**src/inc/frcl_pkg.sv**
```systemverilog
`default_nettype none
////////////////////////////////////////////////////////////////////////////////
// Shared constants for the field readout, calibration and lock register bank
package frcl_pkg;

  // Word and field widths of the programming link, and the width of the script step counter
  localparam int DATA_W    = 16;
  localparam int ADDR_W    = 4;
  localparam int READOUT_W = 14;
  localparam int STEP_W    = 3;

  // Link command kinds; code 3 is illegal and ignored
  typedef enum logic [1:0] {
    FRCL_CMD_READ  = 2'h0,
    FRCL_CMD_WRITE = 2'h1,
    FRCL_CMD_STORE = 2'h2
  } frcl_cmd_t;

  // Register indices on the link
  localparam logic [ADDR_W-1:0] REG_MODE     = 4'h0;
  localparam logic [ADDR_W-1:0] REG_GAIN     = 4'h1;
  localparam logic [ADDR_W-1:0] REG_QOFF     = 4'h2;
  localparam logic [ADDR_W-1:0] REG_CLAMP_LO = 4'h3;
  localparam logic [ADDR_W-1:0] REG_CLAMP_HI = 4'h4;
  localparam logic [ADDR_W-1:0] REG_TEMP_LIN = 4'h5;
  localparam logic [ADDR_W-1:0] REG_TEMP_SQR = 4'h6;
  localparam logic [ADDR_W-1:0] REG_TEMP_GRP = 4'h7;
  localparam logic [ADDR_W-1:0] REG_GP0      = 4'h8;
  localparam logic [ADDR_W-1:0] REG_LOCK     = 4'hC;
  localparam logic [ADDR_W-1:0] REG_READOUT  = 4'hD;
  localparam int                STORE_COUNT  = 13;

  // Output format field of the mode register, bits 7 to 5
  localparam logic [DATA_W-1:0] FMT_MASK        = 16'h00E0;
  localparam logic [DATA_W-1:0] FMT_ANALOG_WORD = 16'h0000;

  // Lock bit position and reset values
  localparam int                LOCK_BIT     = 0;
  localparam logic [DATA_W-1:0] TEMP_GRP_RST = 16'h0001;
  localparam logic [DATA_W-1:0] REG_RST      = 16'h0000;

  // Initial calibration settings: 2.5 V offset, 0 V and 4.999 V clamps
  localparam logic [DATA_W-1:0] QOFF_INIT     = 16'h0200;
  localparam logic [DATA_W-1:0] CLAMP_LO_INIT = 16'h0000;
  localparam logic [DATA_W-1:0] CLAMP_HI_INIT = 16'h01FF;

  // Readout midpoint 8192 of full scale 16384, offset scaled by 1/16
  localparam logic signed [DATA_W-1:0] READOUT_MID = 16'sh2000;
  localparam int                       QOFF_SHIFT  = 4;

  // Last step of each host write script
  localparam logic [STEP_W-1:0] SETUP_LAST = 3'h7;
  localparam logic [STEP_W-1:0] FINAL_LAST = 3'h4;

endpackage
`default_nettype wire

```
**src/inc/frcl_link_if.sv**
```systemverilog
`timescale 1ns/10ps
`default_nettype none
////////////////////////////////////////////////////////////////////////////////
// Word-level programming link between programmer and sensor
interface frcl_link_if;
  logic                           cmd_valid;
  frcl_pkg::frcl_cmd_t            cmd_kind;
  logic [frcl_pkg::ADDR_W-1:0]    cmd_addr;
  logic [frcl_pkg::DATA_W-1:0]    cmd_wdata;
  logic                           rsp_valid;
  logic [frcl_pkg::DATA_W-1:0]    rsp_data;

  modport programmer (output cmd_valid, output cmd_kind, output cmd_addr, output cmd_wdata,
                      input rsp_valid, input rsp_data);
  modport sensor (input cmd_valid, input cmd_kind, input cmd_addr, input cmd_wdata,
                  output rsp_valid, output rsp_data);
endinterface // frcl_link_if
`default_nettype wire

```
**src/rtl/frcl_programmer.sv**
```systemverilog
`timescale 1ns/10ps
`default_nettype none
////////////////////////////////////////////////////////////////////////////////
// Programmer end: runs a two-point calibration and optional lock
module frcl_programmer (
  input  wire logic                             ref_clk_in,
  input  wire logic                             srst_in,
  frcl_link_if.programmer                       link,
  input  wire logic                             start_in,
  input  wire logic                             point_strobe_in,
  input  wire logic                             lock_in,
  input  wire logic [frcl_pkg::DATA_W-1:0]      mode_in,
  input  wire logic [frcl_pkg::DATA_W-1:0]      temp_lin_in,
  input  wire logic [frcl_pkg::DATA_W-1:0]      temp_sqr_in,
  input  wire logic [frcl_pkg::DATA_W-1:0]      temp_grp_in,
  input  wire logic [frcl_pkg::DATA_W-1:0]      sens_init_in,
  input  wire logic [frcl_pkg::READOUT_W-1:0]   target1_in,
  input  wire logic [frcl_pkg::READOUT_W-1:0]   target2_in,
  input  wire logic [frcl_pkg::DATA_W-1:0]      clamp_low_in,
  input  wire logic [frcl_pkg::DATA_W-1:0]      clamp_high_in,
  output logic                                  busy_out,
  output logic                                  done_out,
  output logic                                  cal_error_out,
  output logic      [frcl_pkg::READOUT_W-1:0]   readout1_out,
  output logic      [frcl_pkg::READOUT_W-1:0]   readout2_out,
  output logic      [frcl_pkg::DATA_W-1:0]      gain_out,
  output logic      [frcl_pkg::DATA_W-1:0]      quiescent_offset_out
);
  import frcl_pkg::*;

  // Sequencer states, Gray coded along the calibration path
  typedef enum logic [3:0] {
    ST_IDLE  = 4'h0,
    ST_SETUP = 4'h1,
    ST_WAIT1 = 4'h3,
    ST_READ1 = 4'h2,
    ST_WAIT2 = 4'h6,
    ST_READ2 = 4'h7,
    ST_CALC  = 4'h5,
    ST_FINAL = 4'h4,
    ST_STORE = 4'hC,
    ST_LOCKW = 4'hD,
    ST_LOCKS = 4'hF,
    ST_DONE  = 4'hE
  } frcl_state_t;

  frcl_state_t          state_r;
  frcl_state_t          state_nxt;
  logic [STEP_W-1:0]    step_r;
  logic [STEP_W-1:0]    step_nxt;
  logic                 issued_r;
  logic                 issued_nxt;
  logic [READOUT_W-1:0] rd1_r;
  logic [READOUT_W-1:0] rd1_nxt;
  logic [READOUT_W-1:0] rd2_r;
  logic [READOUT_W-1:0] rd2_nxt;
  logic [DATA_W-1:0]    gain_r;
  logic [DATA_W-1:0]    gain_nxt;
  logic [DATA_W-1:0]    qoff_r;
  logic [DATA_W-1:0]    qoff_nxt;
  logic                 done_r;
  logic                 done_nxt;
  logic                 err_r;
  logic                 err_nxt;
  logic                 cmd_valid_r;
  logic                 cmd_valid_nxt;
  frcl_cmd_t            cmd_kind_r;
  frcl_cmd_t            cmd_kind_nxt;
  logic [ADDR_W-1:0]    cmd_addr_r;
  logic [ADDR_W-1:0]    cmd_addr_nxt;
  logic [DATA_W-1:0]    cmd_wdata_r;
  logic [DATA_W-1:0]    cmd_wdata_nxt;
  logic [READOUT_W-1:0] rsp_rev;
  logic [DATA_W-1:0]    mode_analog;

  ////////////////////////////////////////////////////////////////////////////////
  // undo reversed readout order
  for (genvar gi = 0; gi < READOUT_W; gi++) begin : g_rev
    assign rsp_rev[gi] = link.rsp_data[READOUT_W-1-gi];
  end

  assign mode_analog = (mode_in & ~FMT_MASK) | FMT_ANALOG_WORD;

  ////////////////////////////////////////////////////////////////////////////////
  // Two-point arithmetic; the 16384/5 scale cancels as targets are readout codes
  logic signed [DATA_W-1:0] t1_s;
  logic signed [DATA_W-1:0] t2_s;
  logic signed [DATA_W-1:0] d1_s;
  logic signed [DATA_W-1:0] d2_s;
  logic signed [DATA_W-1:0] dt_s;
  logic signed [DATA_W-1:0] dd_s;
  logic signed [DATA_W-1:0] sens_s;
  logic signed [31:0]       gain_full;
  logic signed [31:0]       term_full;
  logic signed [31:0]       qoff_full;
  logic                     span_zero;

  assign t1_s      = $signed({2'b00, target1_in});
  assign t2_s      = $signed({2'b00, target2_in});
  assign d1_s      = $signed({2'b00, rd1_r});
  assign d2_s      = $signed({2'b00, rd2_r});
  assign sens_s    = $signed(sens_init_in);
  assign dt_s      = t2_s - t1_s;
  assign dd_s      = d2_s - d1_s;
  assign span_zero = (dd_s == '0); // Equal readouts give no slope

  assign gain_full = span_zero ? '0 : (32'(sens_s) * 32'(dt_s)) / 32'(dd_s);
  assign term_full = span_zero ? '0 : (32'(d2_s - READOUT_MID) * 32'(dt_s)) / 32'(dd_s);
  assign qoff_full = (32'(t2_s) - term_full) >>> QOFF_SHIFT;

  ////////////////////////////////////////////////////////////////////////////////
  // Calibration sequencer; every command is registered before it reaches the link
  always_comb begin
    state_nxt     = state_r;
    step_nxt      = step_r;
    issued_nxt    = issued_r;
    rd1_nxt       = rd1_r;
    rd2_nxt       = rd2_r;
    gain_nxt      = gain_r;
    qoff_nxt      = qoff_r;
    done_nxt      = 1'b0;
    err_nxt       = err_r;
    cmd_valid_nxt = 1'b0;
    cmd_kind_nxt  = cmd_kind_r;
    cmd_addr_nxt  = cmd_addr_r;
    cmd_wdata_nxt = cmd_wdata_r;
    if (srst_in) begin
      state_nxt     = ST_IDLE;
      step_nxt      = '0;
      issued_nxt    = 1'b0;
      rd1_nxt       = '0;
      rd2_nxt       = '0;
      gain_nxt      = '0;
      qoff_nxt      = '0;
      err_nxt       = 1'b0;
      cmd_kind_nxt  = FRCL_CMD_READ;
      cmd_addr_nxt  = '0;
      cmd_wdata_nxt = '0;
    end else begin
      unique case (state_r)
        ST_IDLE: begin
          if (start_in) begin
            state_nxt = ST_SETUP;
            step_nxt  = '0;
            err_nxt   = 1'b0;
          end
        end
        ST_SETUP: begin
          cmd_valid_nxt = 1'b1;
          cmd_kind_nxt  = FRCL_CMD_WRITE;
          unique case (step_r)
            3'h0: begin cmd_addr_nxt = REG_MODE;     cmd_wdata_nxt = mode_analog;   end
            3'h1: begin cmd_addr_nxt = REG_TEMP_LIN; cmd_wdata_nxt = temp_lin_in;   end
            3'h2: begin cmd_addr_nxt = REG_TEMP_SQR; cmd_wdata_nxt = temp_sqr_in;   end
            3'h3: begin cmd_addr_nxt = REG_TEMP_GRP; cmd_wdata_nxt = temp_grp_in;   end
            3'h4: begin cmd_addr_nxt = REG_QOFF;     cmd_wdata_nxt = QOFF_INIT;     end
            3'h5: begin cmd_addr_nxt = REG_CLAMP_LO; cmd_wdata_nxt = CLAMP_LO_INIT; end
            3'h6: begin cmd_addr_nxt = REG_CLAMP_HI; cmd_wdata_nxt = CLAMP_HI_INIT; end
            3'h7: begin cmd_addr_nxt = REG_GAIN;     cmd_wdata_nxt = sens_init_in;  end
          endcase
          if (step_r == SETUP_LAST) begin
            state_nxt = ST_WAIT1;
            step_nxt  = '0;
          end else begin
            step_nxt = step_r + 3'h1;
          end
        end
        ST_WAIT1: begin
          if (point_strobe_in) begin
            state_nxt = ST_READ1;
          end
        end
        ST_READ1, ST_READ2: begin
          if (!issued_r) begin
            cmd_valid_nxt = 1'b1;
            cmd_kind_nxt  = FRCL_CMD_READ;
            cmd_addr_nxt  = REG_READOUT;
            issued_nxt    = 1'b1;
          end else if (link.rsp_valid) begin
            issued_nxt = 1'b0;
            if (state_r == ST_READ1) begin
              rd1_nxt   = rsp_rev;
              state_nxt = ST_WAIT2;
            end else begin
              rd2_nxt   = rsp_rev;
              state_nxt = ST_CALC;
            end
          end
        end
        ST_WAIT2: begin
          if (point_strobe_in) begin
            state_nxt = ST_READ2;
          end
        end
        ST_CALC: begin
          gain_nxt = gain_full[DATA_W-1:0];
          qoff_nxt = qoff_full[DATA_W-1:0];
          err_nxt  = span_zero;
          // A flat span would divide by zero, so nothing is written
          state_nxt = span_zero ? ST_DONE : ST_FINAL;
        end
        ST_FINAL: begin
          cmd_valid_nxt = 1'b1;
          cmd_kind_nxt  = FRCL_CMD_WRITE;
          cmd_addr_nxt  = REG_MODE;
          cmd_wdata_nxt = mode_in;
          unique case (step_r)
            3'h0: begin cmd_addr_nxt = REG_GAIN;     cmd_wdata_nxt = gain_r;        end
            3'h1: begin cmd_addr_nxt = REG_QOFF;     cmd_wdata_nxt = qoff_r;        end
            3'h2: begin cmd_addr_nxt = REG_CLAMP_LO; cmd_wdata_nxt = clamp_low_in;  end
            3'h3: begin cmd_addr_nxt = REG_CLAMP_HI; cmd_wdata_nxt = clamp_high_in; end
            default: begin cmd_addr_nxt = REG_MODE;  cmd_wdata_nxt = mode_in;       end
          endcase
          if (step_r == FINAL_LAST) begin
            state_nxt = ST_STORE;
            step_nxt  = '0;
          end else begin
            step_nxt = step_r + 3'h1;
          end
        end
        ST_STORE: begin
          cmd_valid_nxt = 1'b1;
          cmd_kind_nxt  = FRCL_CMD_STORE;
          state_nxt     = lock_in ? ST_LOCKW : ST_DONE;
        end
        ST_LOCKW: begin
          cmd_valid_nxt = 1'b1;
          cmd_kind_nxt  = FRCL_CMD_WRITE;
          cmd_addr_nxt  = REG_LOCK;
          cmd_wdata_nxt = DATA_W'(1) << LOCK_BIT;
          state_nxt     = ST_LOCKS;
        end
        ST_LOCKS: begin
          cmd_valid_nxt = 1'b1;
          cmd_kind_nxt  = FRCL_CMD_STORE;
          state_nxt     = ST_DONE;
        end
        ST_DONE: begin
          done_nxt  = 1'b1;
          state_nxt = ST_IDLE;
        end
        default: begin
          state_nxt = ST_IDLE; // Illegal code recovers to idle
        end
      endcase
    end
  end

  always_ff @(posedge ref_clk_in) begin
    state_r     <= state_nxt;
    step_r      <= step_nxt;
    issued_r    <= issued_nxt;
    rd1_r       <= rd1_nxt;
    rd2_r       <= rd2_nxt;
    gain_r      <= gain_nxt;
    qoff_r      <= qoff_nxt;
    done_r      <= done_nxt;
    err_r       <= err_nxt;
    cmd_valid_r <= cmd_valid_nxt;
    cmd_kind_r  <= cmd_kind_nxt;
    cmd_addr_r  <= cmd_addr_nxt;
    cmd_wdata_r <= cmd_wdata_nxt;
  end

  ////////////////////////////////////////////////////////////////////////////////
  // Outputs; a locked sensor never answers, so a read then waits forever
  assign link.cmd_valid       = cmd_valid_r;
  assign link.cmd_kind        = cmd_kind_r;
  assign link.cmd_addr        = cmd_addr_r;
  assign link.cmd_wdata       = cmd_wdata_r;
  assign busy_out             = (state_r != ST_IDLE);
  assign done_out             = done_r;
  assign cal_error_out        = err_r;
  assign readout1_out         = rd1_r;
  assign readout2_out         = rd2_r;
  assign gain_out             = gain_r;
  assign quiescent_offset_out = qoff_r;

endmodule // frcl_programmer
`default_nettype wire

```
**src/flat_wrapper.sv**
```systemverilog
// flat-port wrapper written by rule: the top's interface ports become plain ports
module frcl_programmer_flat import frcl_pkg::*;
  (ref_clk_in, srst_in, start_in, point_strobe_in, lock_in, mode_in, temp_lin_in, temp_sqr_in, temp_grp_in, sens_init_in, target1_in, target2_in, clamp_low_in, clamp_high_in, busy_out, done_out, cal_error_out, readout1_out, readout2_out, gain_out, quiescent_offset_out, link_cmd_valid, link_cmd_kind, link_cmd_addr, link_cmd_wdata, link_rsp_valid, link_rsp_data);
  frcl_link_if link_i ();
  input  wire logic ref_clk_in;
  input  wire logic srst_in;
  input  wire logic start_in;
  input  wire logic point_strobe_in;
  input  wire logic lock_in;
  input  wire logic [frcl_pkg::DATA_W-1:0] mode_in;
  input  wire logic [frcl_pkg::DATA_W-1:0] temp_lin_in;
  input  wire logic [frcl_pkg::DATA_W-1:0] temp_sqr_in;
  input  wire logic [frcl_pkg::DATA_W-1:0] temp_grp_in;
  input  wire logic [frcl_pkg::DATA_W-1:0] sens_init_in;
  input  wire logic [frcl_pkg::READOUT_W-1:0] target1_in;
  input  wire logic [frcl_pkg::READOUT_W-1:0] target2_in;
  input  wire logic [frcl_pkg::DATA_W-1:0] clamp_low_in;
  input  wire logic [frcl_pkg::DATA_W-1:0] clamp_high_in;
  output logic busy_out;
  output logic done_out;
  output logic cal_error_out;
  output logic      [frcl_pkg::READOUT_W-1:0] readout1_out;
  output logic      [frcl_pkg::READOUT_W-1:0] readout2_out;
  output logic      [frcl_pkg::DATA_W-1:0] gain_out;
  output logic      [frcl_pkg::DATA_W-1:0] quiescent_offset_out;
  output wire logic [$bits(link_i.cmd_valid)-1:0] link_cmd_valid;
  output wire logic [$bits(link_i.cmd_kind)-1:0] link_cmd_kind;
  output wire logic [$bits(link_i.cmd_addr)-1:0] link_cmd_addr;
  output wire logic [$bits(link_i.cmd_wdata)-1:0] link_cmd_wdata;
  input wire logic [$bits(link_i.rsp_valid)-1:0] link_rsp_valid;
  input wire logic [$bits(link_i.rsp_data)-1:0] link_rsp_data;
  assign link_cmd_valid = link_i.cmd_valid;
  assign link_cmd_kind = link_i.cmd_kind;
  assign link_cmd_addr = link_i.cmd_addr;
  assign link_cmd_wdata = link_i.cmd_wdata;
  assign link_i.rsp_valid = link_rsp_valid;
  assign link_i.rsp_data = link_rsp_data;
  frcl_programmer u_core (.ref_clk_in(ref_clk_in), .srst_in(srst_in), .link(link_i), .start_in(start_in), .point_strobe_in(point_strobe_in), .lock_in(lock_in), .mode_in(mode_in), .temp_lin_in(temp_lin_in), .temp_sqr_in(temp_sqr_in), .temp_grp_in(temp_grp_in), .sens_init_in(sens_init_in), .target1_in(target1_in), .target2_in(target2_in), .clamp_low_in(clamp_low_in), .clamp_high_in(clamp_high_in), .busy_out(busy_out), .done_out(done_out), .cal_error_out(cal_error_out), .readout1_out(readout1_out), .readout2_out(readout2_out), .gain_out(gain_out), .quiescent_offset_out(quiescent_offset_out));
endmodule
```
**config.mk**
```make
export PLATFORM = sky130hd
export DESIGN_NAME = frcl_programmer_flat
export DESIGN_NICKNAME = d
export VERILOG_FILES = /design/src/inc/frcl_pkg.sv /design/src/inc/frcl_link_if.sv /design/src/rtl/frcl_programmer.sv /design/src/flat_wrapper.sv
export SDC_FILE = /design/constraint.sdc
export NUM_CORES = 2
export LEC_CHECK = 0
export ABC_CLOCK_PERIOD_IN_PS = 91800
export BUFFER_PORTS_ARGS = -buffer_cell sky130_fd_sc_hd__buf_2
export CAP_MARGIN = 30
export CORE_UTILIZATION = 24
export CTS_CLUSTER_SIZE = 40
export DETAILED_ROUTE_END_ITERATION = 10
export GPL_ROUTABILITY_DRIVEN = 0
export HOLD_SLACK_MARGIN = 0.15
export MAX_ROUTING_LAYER = met4
export PLACE_DENSITY = 0.41
export SLEW_MARGIN = 5
export SYNTH_ARGS = -nofsm -noshare
export SYNTH_HDL_FRONTEND = slang
export SYNTH_SLANG_ARGS = --single-unit
```
**constraint.sdc**
```tcl
create_clock -name ref_clk_in -period 91.8 [get_ports ref_clk_in]
set_input_delay 4.59 -clock ref_clk_in [delete_from_list [all_inputs] [get_ports ref_clk_in]]
set_output_delay 4.59 -clock ref_clk_in [all_outputs]
set_load 0.01 [all_outputs]
```
==> flow_metrics.tcl <==
set metrics [dict create \
    skew_ps 49.7 \
    cp_top_family "compound AO/OA/AOI/OAI gates" \
    detailed_place_hpwl_microns 313000 \
    worst_pin_slew_ps 1160 \
    preCtsSetupSlack_ps -186 \
    synth_ff_type "dfxtp_1" \
    post_synth_num_cell_types 111 \
    required_ps 92170 \
    worstSkewPairLatency_ps 480 \
    start_kind "input pin" \
    relSlewSlack 0.216 \
    post_dp_cell_area_sq_mm 0.111 \
    io-pin-count 248 \
    routed_wl_microns 370000 \
    min_path_type "reg2reg" \
    syn-instance-count 11148 \
    reg2regPathDepth 379 \
    min_period_ps 87180 \
    grt_pass1_wl_microns 559000 \
    viasPerCell 4.92 \
    cts_tree "done" \
    synth-seq-cells 93 \
    remaining_drc_errors 0 \
    die-height_microns 582 \
    crit_fanout 11 \
    holdBufCountCts 0 \
    rrSetupSlack_ps 10600 \
    final-hold-violation-count 0 \
    num_vias 92172 \
    design_area_sq_mm 0.112 \
    arrival_ps 87550 \
    dieArea_sq_mm 0.338 \
    numPortBuffers 245 \
    grt_max_degree 86 \
    yosysWarningCount 0 \
    hold_depth 2 \
    layout-drive-gt1-share 0.286 \
    numCtsBuffers 9 \
    ctsHtreeMaxLevel 3 \
    cp-end-kind "flop" \
    maxCapViolations 0 \
    syn_nets 13051 \
    worstHoldStart "u_core.link.cmd_kind[0]$_SDFFE_PP0P_" \
    synth-async-reset-ratio 0 \
    antenna_found_initial 18 \
    first_pass_iters 9 \
    reg2reg_from "u_core.readout2_out[8]$_SDFFE_PP0P_" \
    setup_viol 0 \
    max_freq_mhz 11.5 \
    die_w_microns 582 \
    synth_edf_count 0 \
    core_sq_mm 0.334 \
    wl_per_cell_microns 19.8 \
    ctsLongestPathBuffers 2 \
    area_delta_synth_final_pct 39.5 \
    criticalPathCategory "in2reg" \
    setup_tns_ps 0 \
    layout_setup_ws_ps 4620 \
    synth_area_sq_mm 0.0806 \
    maxSlewViolCount 0 \
    std_cell_rows 212 \
    path_buf_inv 60 \
    final.period_utilization 0.950 \
    max_stage_delay_ps 570 \
    grt_overflow_total 0 \
    avgSynthCellArea_sq_um 7.23 \
    cts.sinks 93 \
    r2r_end "u_core.quiescent_offset_out[15]$_SDFFE_PP0P_" \
    initial_utilization 0.241 \
    whs_endpoint "u_core.link.cmd_kind[0]$_SDFFE_PP0P_" \
    slowest_stage "fa_1" \
    status "completed" \
    cts-root-buf "clkbuf_16" \
    clkTransAtPathRegs_ps 110 \
    cp_common_cell "buf_4" \
    drtAntennaViolNets 0 \
    drt_iter0_drc 5411 \
    track_usage 0.220 \
    ys_seq_area_frac 0.0231 \
    fin_nets 16217 \
    first_global_vias 90929 \
]
routing by layer:
layer,routed length (microns),vias to the layer above,track usage
li1,-,46702,-
met1,175000,43835,0.288
met2,171000,1426,0.363
met3,10900,209,0.00949
met4,13400,0,0.0692
met5,0,-,-
worst min-delay path, delay by kind of cell (launching register included):
family,cells,cell delay (ps)
and+or+nand+nor,1,50
DFF,1,320
AOI/OAI and AO/OA,1,50
worst max-delay path by stage:
stage / startpoint / end / slack [ps] / cells past startpoint
2_1_floorplan: target1_in[1] / u_core.quiescent_offset_out[13]$_SDFFE_PP0P_ / 4140 / 398
3_3_place_gp: target2_in[0] / u_core.quiescent_offset_out[14]$_SDFFE_PP0P_ / -170 / 390
3_5_place_dp: target2_in[0] / u_core.quiescent_offset_out[14]$_SDFFE_PP0P_ / -190 / 392
4_1_cts: target2_in[0] / u_core.quiescent_offset_out[14]$_SDFFE_PP0P_ / 50 / 398
5_1_grt: target2_in[0] / u_core.quiescent_offset_out[14]$_SDFFE_PP0P_ / -110 / 408
6_report: target2_in[0] / u_core.quiescent_offset_out[15]$_SDFFE_PP0P_ / 4620 / 399
registers in the layout, summed over array words and instances, names as in the netlist:
| register | cells |
|---|---|
| u_core.link.cmd_kind | 2 |
| u_core.quiescent_offset_out | 16 |
| u_core.readout1_out | 14 |
| u_core.link.cmd_addr | 4 |
| u_core.done_out | 1 |
| u_core.link.cmd_wdata | 16 |
| u_core.gain_out | 16 |
| u_core.link.cmd_valid | 1 |
| u_core.step_r | 3 |
| u_core.cal_error_out | 1 |
| u_core.state_r | 4 |
| u_core.readout2_out | 14 |
| u_core.issued_r | 1 |
layout by cell type, fill, tap and decap left out, types with 87 or more instances in the layout:
master,instances
a31oi_1,154
o211ai_1,119
a21o_1,413
nor2_1,938
and3_1,104
o21a_1,296
o21bai_1,87
nand2b_1,138
nand2_1,1244
or2_2,95
or3_1,127
xnor2_1,418
nand4_1,129
inv_1,808
and2_1,181
nor2b_1,132
buf_2,246
xor2_1,272
buf_4,3267
ha_1,1285
mux2_2,125
fa_1,451
o21ai_0,498
dfxtp_1,93
nor3_1,348
nand3_1,234
a21oi_1,781
Yosys cell counts (all sizes together), types with 96 or more instances:
cell | count | area share
o21a | 298 | 0.028
ha | 1290 | 0.20
a21oi | 807 | 0.050
fa | 451 | 0.11
mux2 | 125 | 0.017
nand3 | 242 | 0.015
xnor2 | 424 | 0.046
and3 | 106 | 0.0082
a211oi | 99 | 0.0094
a31oi | 165 | 0.013
o211ai | 120 | 0.011
or2 | 96 | 0.0074
nor3 | 362 | 0.023
o21ai | 563 | 0.035
clkbuf | 311 | 0.014
xor2 | 282 | 0.031
nand2b | 139 | 0.011
nand2 | 1253 | 0.058
nand4 | 129 | 0.010
nor2b | 137 | 0.011
or3 | 129 | 0.010
and2 | 184 | 0.014
inv | 816 | 0.038
a21o | 418 | 0.039
nor2 | 950 | 0.044
layout make-up:
class	instances	area, sq um
timing repair buffer	3540	26300
tap	4387	5490
clock buffer	9	225
fill	36305	221000
clock inverter	7	91.3
inverter	816	3080
antenna	32	80.1
sequential	93	1860
multi-input combinational	9854	75400
metrics by stage:
| step | hold WS, ps | utilization | instances |
|---|---|---|---|
| after global placement | 444 | 0.333 | 18665 |
| final | 465 | 0.337 | 18738 |
| after global routing | 481 | 0.337 | 18727 |
| after detailed placement | 447 | 0.333 | 18675 |
| after CTS | 465 | 0.334 | 18691 |
| after floorplan | 478 | - | 11148 |
logic make-up after synthesis:
group                    synth area share
XOR/XNOR                           0.0767
buffers and inverters              0.0566
adder cells (fa/ha/maj)             0.312
AO/OA/AOI/OAI                       0.279
flip-flops                         0.0231
AND/OR/NAND/NOR                     0.227
multiplexers                       0.0251
timing repair:
| item | 4_1_cts | 5_1_grt |
|---|---|---|
| gates cloned | 0 | 1 |
| pin swaps | 0 | 14 |
| resized for setup | 1 | 193 |
| endpoints found under the setup margin | 6 | 18 |
| setup buffers | 0 | 12 |
Power is not shown: default switching activity piles up to over one toggle a cycle in this logic, so the estimate is an artifact.
